### src/inc/status_pkg.sv
// constants for the module status and command response block
package status_pkg;
  localparam logic [7:0]  STATUS_ADDR      = 8'h00;
  localparam logic [7:0]  GENERAL_CONFIG_REGISTER_ADDR      = 8'h08;
  localparam int          PEND_LSB         = 8;
  localparam int          PEND_W           = 8;
  localparam int          READY_BIT        = 4;
  localparam int          ERR_W            = 4;
  localparam int          RSTAT_LSB        = 24;
  localparam logic [15:0] STATUS_RESET     = 16'h0000;
  localparam logic [7:0]  PEND_NONE        = 8'h00;
  localparam logic [2:0]  RSVD_VALUE       = 3'h0;
  localparam logic [3:0]  ERR_OK           = 4'h0;
  localparam logic [3:0]  ERR_UNIMPL       = 4'h1;
  localparam logic [3:0]  ERR_READ_ONLY    = 4'h2;
  localparam logic [3:0]  ERR_PENDING      = 4'h4;
  localparam logic [3:0]  ERR_INIT         = 4'h5;
  localparam logic [3:0]  ERR_GENERAL      = 4'h8;
  localparam logic [3:0]  ERR_VENDOR       = 4'hF;
  localparam logic [1:0]  RSP_OK           = 2'h0;
  localparam logic [1:0]  RSP_XE           = 2'h1;
  localparam logic [1:0]  RSP_PEND         = 2'h3;
  localparam logic [15:0] SAVE_DEFAULT_BIT = 16'h0001;
  localparam int          CLK_MHZ          = 250;
  localparam int          EXEC_MAX_US      = 5000;
  localparam int          EXEC_CYCLES      = EXEC_MAX_US * CLK_MHZ - 1;
  localparam int          RESP_CYCLES      = 4;
  typedef enum logic [1:0] {
    ST_IDLE = 2'b00,
    ST_EXEC = 2'b01,
    ST_RESP = 2'b11
  } cmd_state_e;
endpackage

### src/logic/nv_defaults.sv
// non-volatile default store with load at reset and save on request
`timescale 1ns/10ps
module nv_defaults #(
  parameter int DEPTH = 4
) (
  input  wire logic        clk,
  input  wire logic        resetn,
  input  wire logic        save,
  input  wire logic [15:0] live_value [DEPTH],
  output logic      [15:0] default_value [DEPTH],
  output logic             loaded
);
  logic [15:0] store_reg [DEPTH];
  logic [15:0] store_next [DEPTH];
  logic        loaded_reg;
  logic        loaded_next;

  // store itself is not reset: it models memory that survives reset
  always_comb begin
    loaded_next = 1'b1;
    for (int i = 0; i < DEPTH; i++) begin
      store_next[i] = save ? live_value[i] : store_reg[i];
    end
  end

  always_ff @(posedge clk) begin
    for (int i = 0; i < DEPTH; i++) begin
      store_reg[i] <= store_next[i];
    end
    if (!resetn) begin
      loaded_reg <= 1'b0;
    end else begin
      loaded_reg <= loaded_next;
    end
  end

  assign default_value = store_reg;
  assign loaded        = loaded_reg;
endmodule

### src/logic/module_status_register.sv
// status register, command execution timing and response generation
`timescale 1ns/10ps
module module_status_register #(
  parameter int EXEC_CYCLES = status_pkg::EXEC_CYCLES,
  parameter int NV_DEPTH    = 4
) (
  input  wire logic        clk,
  input  wire logic        resetn,
  input  wire logic        cmd_valid,
  input  wire logic        cmd_write,
  input  wire logic [7:0]  cmd_addr,
  input  wire logic [15:0] cmd_data,
  input  wire logic        cmd_pendable,
  input  wire logic        reg_implemented,
  input  wire logic        reg_writable,
  input  wire logic        exec_done,
  input  wire logic        exec_fail,
  input  wire logic        ready_in,
  output logic             cmd_ack,
  output logic             rsp_valid,
  output logic      [25:0] rsp_word,
  output logic      [15:0] module_status,
  output logic             module_ready,
  output logic      [15:0] nv_default0
);
  localparam int CW = $clog2(EXEC_CYCLES + 1);

  status_pkg::cmd_state_e state_reg, state_next;
  logic [CW-1:0] cnt_reg, cnt_next;
  logic [7:0]    pend_reg, pend_next;
  logic [2:0]    slot_reg, slot_next;
  logic [3:0]    err_reg, err_next;
  logic          rdy_reg, rdy_next;
  logic          ack_reg, ack_next;
  logic          rv_reg, rv_next;
  logic [25:0]   rw_reg, rw_next;
  logic [15:0]   stat_reg, stat_next;
  logic          wr_reg, wr_next;
  logic          pendable_reg, pendable_next;
  logic          save;
  logic [15:0]   live [NV_DEPTH];
  logic [15:0]   dflt [NV_DEPTH];
  logic          nv_loaded;
  logic [15:0]   nv0_reg, nv0_next;
  logic [15:0]   status_view;
  logic          pend_expire;

  generate
    for (genvar g = 0; g < NV_DEPTH; g++) begin : g_live
      assign live[g] = (g == 0) ? cmd_data : dflt[g];
    end
  endgenerate

  assign save = cmd_valid && ack_next && cmd_write &&
                cmd_addr == status_pkg::GENERAL_CONFIG_REGISTER_ADDR &&
                (cmd_data & status_pkg::SAVE_DEFAULT_BIT) != 16'h0000;

  // a pending operation that never reports done is retired at the limit
  assign pend_expire = state_reg == status_pkg::ST_IDLE &&
                       pend_reg != status_pkg::PEND_NONE && !exec_done &&
                       cnt_reg == CW'(EXEC_CYCLES);

  nv_defaults #(.DEPTH(NV_DEPTH)) u_nv (
    .clk          (clk),
    .resetn       (resetn),
    .save         (save),
    .live_value   (live),
    .default_value(dflt),
    .loaded       (nv_loaded)
  );

  // reserved bits forced to zero here, not stored
  assign status_view = {pend_reg, status_pkg::RSVD_VALUE, rdy_reg,
                        err_reg};

  always_comb begin
    state_next    = state_reg;
    cnt_next      = cnt_reg;
    pend_next     = pend_reg;
    slot_next     = slot_reg;
    err_next      = err_reg;
    ack_next      = 1'b0;
    rv_next       = 1'b0;
    rw_next       = rw_reg;
    wr_next       = wr_reg;
    pendable_next = pendable_reg;
    nv0_next      = nv_loaded ? nv0_reg : dflt[0];
    rdy_next      = ready_in && nv_loaded;
    // background completion of pending operations; the count keeps
    // running so a stuck pending operation still meets the limit
    if (state_reg == status_pkg::ST_IDLE &&
        pend_reg != status_pkg::PEND_NONE) begin
      cnt_next = cnt_reg + 1'b1;
      if (exec_done) begin
        pend_next = pend_reg & ~(8'h01 << slot_reg);
      end
    end
    case (state_reg)
      status_pkg::ST_IDLE: begin
        if (cmd_valid) begin
          ack_next = 1'b1;
          if (cmd_addr == status_pkg::STATUS_ADDR) begin
            // read reports last error, then clears it
            rv_next = 1'b1;
            // bits 23:16 of the response are unused by this block
            rw_next = {status_pkg::RSP_OK, 8'h00,
                       cmd_write ? cmd_data : status_view};
            err_next = status_pkg::ERR_OK;
          end else if (pend_reg != status_pkg::PEND_NONE) begin
            rv_next  = 1'b1;
            rw_next  = {status_pkg::RSP_XE, 24'h000000};
            err_next = status_pkg::ERR_PENDING;
          end else if (!nv_loaded) begin
            rv_next  = 1'b1;
            rw_next  = {status_pkg::RSP_XE, 24'h000000};
            err_next = status_pkg::ERR_INIT;
          end else if (!reg_implemented) begin
            rv_next  = 1'b1;
            rw_next  = {status_pkg::RSP_XE, 24'h000000};
            err_next = status_pkg::ERR_UNIMPL;
          end else if (cmd_write && !reg_writable) begin
            rv_next  = 1'b1;
            rw_next  = {status_pkg::RSP_XE, 24'h000000};
            err_next = status_pkg::ERR_READ_ONLY;
          end else begin
            state_next    = status_pkg::ST_EXEC;
            cnt_next      = '0;
            wr_next       = cmd_write;
            pendable_next = cmd_pendable;
            rw_next       = {status_pkg::RSP_OK, 8'h00, cmd_data};
          end
        end
      end
      status_pkg::ST_EXEC: begin
        cnt_next = cnt_reg + 1'b1;
        if (exec_done || exec_fail) begin
          rv_next    = 1'b1;
          state_next = status_pkg::ST_IDLE;
          err_next   = exec_fail ? status_pkg::ERR_GENERAL
                                 : status_pkg::ERR_OK;
          rw_next[25:24] = exec_fail ? status_pkg::RSP_XE
                                     : status_pkg::RSP_OK;
          if (exec_fail) begin
            rw_next[15:0] = 16'h0000;
          end
        end else if (pendable_reg &&
                     cnt_reg == CW'(status_pkg::RESP_CYCLES)) begin
          // early answer; execution continues in background
          rv_next        = 1'b1;
          rw_next[25:24] = status_pkg::RSP_PEND;
          pend_next      = pend_reg | (8'h01 << slot_reg);
          state_next     = status_pkg::ST_IDLE;
        end else if (!pendable_reg &&
                     cnt_reg == CW'(status_pkg::RESP_CYCLES)) begin
          state_next = status_pkg::ST_RESP;
        end
      end
      status_pkg::ST_RESP: begin
        // non-pendable command past its answer time: vendor error on fail or at the limit, ok on done
        cnt_next = cnt_reg + 1'b1;
        if (exec_done || exec_fail ||
            cnt_reg == CW'(EXEC_CYCLES)) begin
          rv_next    = 1'b1;
          rw_next    = {status_pkg::RSP_XE, 24'h000000};
          err_next   = exec_done && !exec_fail ? status_pkg::ERR_OK
                                               : status_pkg::ERR_VENDOR;
          if (exec_done && !exec_fail) begin
            rw_next[25:24] = status_pkg::RSP_OK;
          end
          state_next = status_pkg::ST_IDLE;
        end
      end
      default: begin
        state_next = status_pkg::ST_IDLE;
      end
    endcase
    // expiry wins over a status read clearing the error in one cycle
    if (pend_expire) begin
      pend_next = pend_reg & ~(8'h01 << slot_reg);
      err_next  = status_pkg::ERR_VENDOR;
    end
    stat_next = {pend_next, status_pkg::RSVD_VALUE, rdy_next, err_next};
  end

  always_ff @(posedge clk) begin
    if (!resetn) begin
      state_reg    <= status_pkg::ST_IDLE;
      cnt_reg      <= '0;
      pend_reg     <= status_pkg::PEND_NONE;
      slot_reg     <= 3'h0;
      err_reg      <= status_pkg::ERR_OK;
      rdy_reg      <= 1'b0;
      ack_reg      <= 1'b0;
      rv_reg       <= 1'b0;
      rw_reg       <= '0;
      stat_reg     <= status_pkg::STATUS_RESET;
      wr_reg       <= 1'b0;
      pendable_reg <= 1'b0;
      nv0_reg      <= 16'h0000;
    end else begin
      state_reg    <= state_next;
      cnt_reg      <= cnt_next;
      pend_reg     <= pend_next;
      slot_reg     <= slot_next;
      err_reg      <= err_next;
      rdy_reg      <= rdy_next;
      ack_reg      <= ack_next;
      rv_reg       <= rv_next;
      rw_reg       <= rw_next;
      stat_reg     <= stat_next;
      wr_reg       <= wr_next;
      pendable_reg <= pendable_next;
      nv0_reg      <= nv0_next;
    end
  end

  assign cmd_ack       = ack_reg;
  assign rsp_valid     = rv_reg;
  assign rsp_word      = rw_reg;
  assign module_status = stat_reg;
  assign module_ready  = rdy_reg;
  assign nv_default0   = nv0_reg;
endmodule

### config.mk
export PLATFORM = sky130hd
export DESIGN_NAME = module_status_register
export DESIGN_NICKNAME = d
export VERILOG_FILES = /design/src/inc/status_pkg.sv /design/src/logic/nv_defaults.sv /design/src/logic/module_status_register.sv
export SDC_FILE = /design/constraint.sdc
export NUM_CORES = 1
export LEC_CHECK = 0
export ABC_AREA = 1
export BUFFER_PORTS_ARGS = -buffer_cell sky130_fd_sc_hd__buf_2
export CAP_MARGIN = 5
export CORE_ASPECT_RATIO = 1.25
export CORE_MARGIN = 2
export CORE_UTILIZATION = 30
export CTS_CLUSTER_SIZE = 20
export DETAILED_ROUTE_END_ITERATION = 7
export PLACE_DENSITY_LB_ADDON = 0.12
export REMOVE_ABC_BUFFERS = 1
export SLEW_MARGIN = 40
export SYNTH_ARGS = -nofsm -noshare
export SYNTH_HDL_FRONTEND = slang
export SYNTH_HIERARCHICAL = 1
export SYNTH_SLANG_ARGS = --single-unit
### constraint.sdc
create_clock -name clk -period 10.9 [get_ports clk]
set_input_delay 1.635 -clock clk [delete_from_list [all_inputs] [get_ports clk]]
set_output_delay 1.635 -clock clk [all_outputs]
set_load 0.02 [all_outputs]
# Yosys cells after proc, flatten, opt, wreduce, memory -nomap -nowiden

Index checks and enable logic that the tools add are counted.

Bits in registers: 114
Latch bits: 0
Bits in writable memories: 0
Memory bits (read-only): 0
Input bits: 34
Word-level logic and storage cells: 132
Memories kept: 0

Add/subtract/negate cells: 1
Multiply operators: 0
Div/mod/pow operators: 0
$lt $le $gt $ge: 0
Eq/ne operators: 16
Shifts and indexed selects: 0
Muxes and demuxes: 67
Bitwise operators: 3
Reduce and logical (&&, ||, !) cells: 29

Operator list:

| cell                  | number |
|---|---|
| $mux 21               | 7 |
| $mux 25               | 5 |
| $mux 26               | 2 |
| $mux 16               | 3 |
| $pmux 16 s3           | 1 |
| $mux 4                | 11 |
| $pmux 21 s2           | 1 |
| $mux 2                | 12 |
| $add 21x1->21 const B | 1 |
| $eq 21x21->1 const B  | 1 |
| $eq 21x3->1 const B   | 1 |
| $mux 1                | 20 |
| $ne 2x2->1 const B    | 8 |
| $pmux 8 s2            | 1 |
| $logic_and 1x1->1     | 12 |
| $pmux 2 s3            | 2 |
| $pmux 4 s3            | 1 |
| $eq 8x4->1 const B    | 1 |
| $logic_not 8->1       | 1 |
| $reduce_and 8->1      | 1 |
| $reduce_bool 8->1     | 1 |
| $reduce_and 7->1      | 1 |
| $reduce_and 5->1      | 1 |
| $logic_not 1->1       | 4 |
| 14 further kinds      | 17 |

# Longest topological paths before layout

Depth after elaboration: 10
Depth in mapped cells: 13
Depth with buffers taken out: 12

# Cells and area by module

The synthesis kept the hierarchy.

Modules (own cells, without submodules):

| module                 | instances | cells an instance | area an instance (um^2) | sequential area each (um^2) |
|---|---|---|---|---|
| module_status_register | 1         | 542               | 3,737.3                 | 1,321.3 |
| nv_defaults            | 1         | 65                | 1,941.9                 | 1,941.9 |

# Least setup slack after synthesis

No wires, ideal clock.

Kind: input -> register
Start: input port cmd_valid
End: register u_nv/default_value[0] (netlist name)
Library setup time: 0.644 ns
Arrival time: 8.278 ns
Required time: 10.256 ns
Slack: 1.978 ns
Stages: 6
Buffers on the path: 2
Cell sequence: inv_1 > nor2_2 > buf_4 > buf_6 > inv_1 > nor4_1

RTL lines:

| item               | RTL line                    | source |
|---|---|---|
| start: declaration | module_status_register.sv:9 | `input wire logic cmd_valid,` |

# Worst setup path in the final report

Start: input port cmd_valid
End: register u_nv.store_reg (netlist bit u_nv/default_value[59]) (enable)

Cells in the longest elaborated chain, start to end: 6

Ends and longest elaborated chain:

| item                              | RTL line                      | source |
|---|---|---|
| $mux 1                            | module_status_register.sv:100 | `if (cmd_valid) begin` |
| $mux 1                            | module_status_register.sv:98  | `case (state_reg)` |
| $logic_and 1x1->1 * (3 in series) | module_status_register.sv:54  | `assign save = cmd_valid && ack_next && cmd_write &&` |
| $logic_and 1x1->1 *               | module_status_register.sv:55  | `cmd_addr == status_pkg::GENERAL_CONFIG_REGISTER_ADDR &&` |
| named net save                    | module_status_register.sv:40  | `logic save;` |
| end signal: indexed assignment    | nv_defaults.sv:28             | `store_reg[i] <= store_next[i];` |
| end: declaration                  | nv_defaults.sv:13             | `logic [15:0] store_reg [DEPTH];` |

Mark *: on every way through the listed nets, which the timed path passes. The rest lies on a longest branch.
A chain may end at the register's enable or synchronous reset.

==> impl_metrics.ini <==
[clock_network]
htree_num_levels = 3
post_cts_resize_count = 0
clock_insertion_delay_worst_skew_ns = 0.34
cts.clk_slew.worst_paths_ns = 0.06
number_of_cts_inserted_buffers = 9
post-cts-setup-buffer-count = 0
cts_buffer_depth = 2
cts.sink_count = 83
post_cts_hold_buffer_count = 0
cts_root_buf = clkbuf_16
tritoncts = done

[critical_path]
critical_path_cell_count = 6
crit_path_start = cmd_valid
worst-path-max-fanout = 20
slowest_stage_cell_cp = nor2_4
critical-path-top-cell-by-count = inv_1
cell_family_with_the_largest_share_of_critical_path_delay = simple AND/OR/NAND/NOR gates
reg2regPathDepth = 6
crit_path_cell_trace = buf_2, inv_1, nor2_4, inv_1, nor4_2, buf_4
worstPathBufferInverterCount = 4
worstReg2RegStart = state_reg[0]
reg2reg_setup_slack_ns = 8.92
worst-endpoint-required_ns = 10.93
category_of_the_worst_setup_path_launch_point = primary input
cp-end-kind = flop
critical_path_arrival_ns = 2.83
cpPeakStageDelay_ns = 0.45
rr_endpoint = u_nv/default_value[59]
timing.critical_path.to = u_nv/default_value[59]
critPathKind = in -> reg

[power]
cellLeakagePower_nw = 2.26
fraction_of_power_consumed_by_the_clock_network = 0.428
power_uw = 796
power.switching_fraction = 0.292
power.density_cell_area_nw_per_um2 = 158
power.net_switching_uw = 233
internal-power_uw = 563
sequentialPowerShare = 0.418
peakVddDrop_uv = 73.3
share_comb_of_total_power = 0.154

[floorplanning]
die-area_um2 = 15100
initial_utilization = 0.307
die_height_um = 137
pin_count = 95
design.core.area_um2 = 13800
rows = 48
die_width_um = 110

[final_layout]
final_area_um2 = 5040
synthesis_to_finish_area_growth_pct = 18.8
net_total_in_the_final_layout = 670
postLayoutCoreUtil = 0.365
largest_register_ff_count = 21
post_layout_nonfiller_instances = 814
drive_gt1_frac = 0.222
antenna_cells = 0

[global_route]
pin_count_of_the_biggest_net_entering_global_routing = 32
gr-usage-all-layers = 0.155
antenna_found_initial = 0
globalRoute.totalOverflow = 0
grt_first_pass_wirelength_um = 17800
first_global_vias = 3638

[synthesis]
synth-warning-count = 6
syn-cell-area_um2 = 4240
post_synth_inst_count = 559
mean_syn_cell_area_um2 = 7.58

[outcome]
run_status = finished, final reports clean

[drt]
viasPerCell = 4.62
drt-pass1-iter-count = 4
routed-via-count = 3762
wl_um = 11200
detailedRoute.firstIterationViolations = 185
routed_antenna_nets = 0
detail_route.wl_per_cell_um = 13.8
drt_drc_violations_left = 0

[placement]
routabilityCongestion = 0.868
dpl_cell_area_um2 = 4700
place_hpwl_um = 8310
dp.cells = 798
io_buffer_count = 76

[sta]
finalSetupViolations = 0
final.setup_skew_ns = 0.00469
max_slew_margin = 0.626
setup_total_negative_slack_ns = 0
fin_crit_ns = 2.80
timing_worst_slew_pin_value_ns = 0.560
finalMaxSlewViolations = 0
grt_setup_unrepaired = false
fin_crit_sh = 0.257
achievable-frequency_ghz = 0.357
hold_viol = 0

[min_path]
worst_hold_path_type = reg -> reg
min_delay_path_depth = 2

[run]
max-cap-violations = 0
==> stage by stage <==
| stage | setup WS, ns | hold WS [ns] |
|---|---|---|
| floorplan | 6.56 | 0.444 |
| global placement | 7.42 | 0.432 |
| detailed placement | 7.73 | 0.434 |
| CTS | 8.08 | 0.444 |
| global route | 7.95 | 0.478 |
| finish | 8.10 | 0.442 |
==> layer usage <==
layer,wire [µm],GRT usage,part of all wire,up-vias
met5,0,0,0,-
met4,218,0.0653,0.019,0
met3,635,0.0333,0.056,15
met2,5610,0.268,0.50,92
met1,4780,0.182,0.43,1722
li1,-,-,-,1933
==> cell type report <==
type | count | area [µm²]
fillers | 1508 | 8780
clock buffers | 9 | 225
well taps | 175 | 219
clock inverters | 7 | 106
inverters | 55 | 215
multi-input cells | 406 | 2050
repair buffers | 79 | 403
flip-flops and latches | 83 | 1820
==> cells in the final DEF, fill, tap and decap left out, types with 4 or more instances in the layout <==
cell type,count
nand3_2,7
conb_1,18
edfxtp_1,16
nand2_2,5
buf_2,76
a21oi_1,34
nand2_4,7
nand3_1,34
o21bai_1,5
nor2_1,89
dfxtp_1,67
nand2_1,109
nor3_1,9
o21ai_0,41
nand4_1,8
o21ai_1,4
clkbuf_16,9
nor2_2,9
inv_1,47
==> power by group through the flow <==
stage               registers [mW]  logic, mW  clock network, mW
floorplan                    0.350     0.0698                  0
detailed placement           0.339      0.125                  0
finish                       0.332      0.123              0.341
global route                 0.334      0.137              0.364
global placement             0.339      0.125                  0
CTS                          0.332      0.125              0.351
==> how the worst min path moves through the flow <==
stage / from / slack [ns] / to
2_1_floorplan: pendable_reg / 0.44 / pendable_reg
3_3_place_gp: rsp_word[25] / 0.43 / rsp_word[25]
3_5_place_dp: rsp_word[25] / 0.43 / rsp_word[25]
4_1_cts: rsp_word[25] / 0.44 / rsp_word[25]
5_1_grt: rsp_word[3] / 0.48 / rsp_word[3]
6_report: rsp_word[25] / 0.44 / rsp_word[25]
==> worst min-delay path: cells and delay by family (launching register included) <==
| kind | cells | cell delay (ns) |
|---|---|---|
| AOI/OAI and AO/OA | 1 | 0.05 |
| buffers and inverters | 1 | 0.04 |
| DFF | 1 | 0.31 |
(Power assumes the default switching activity.)
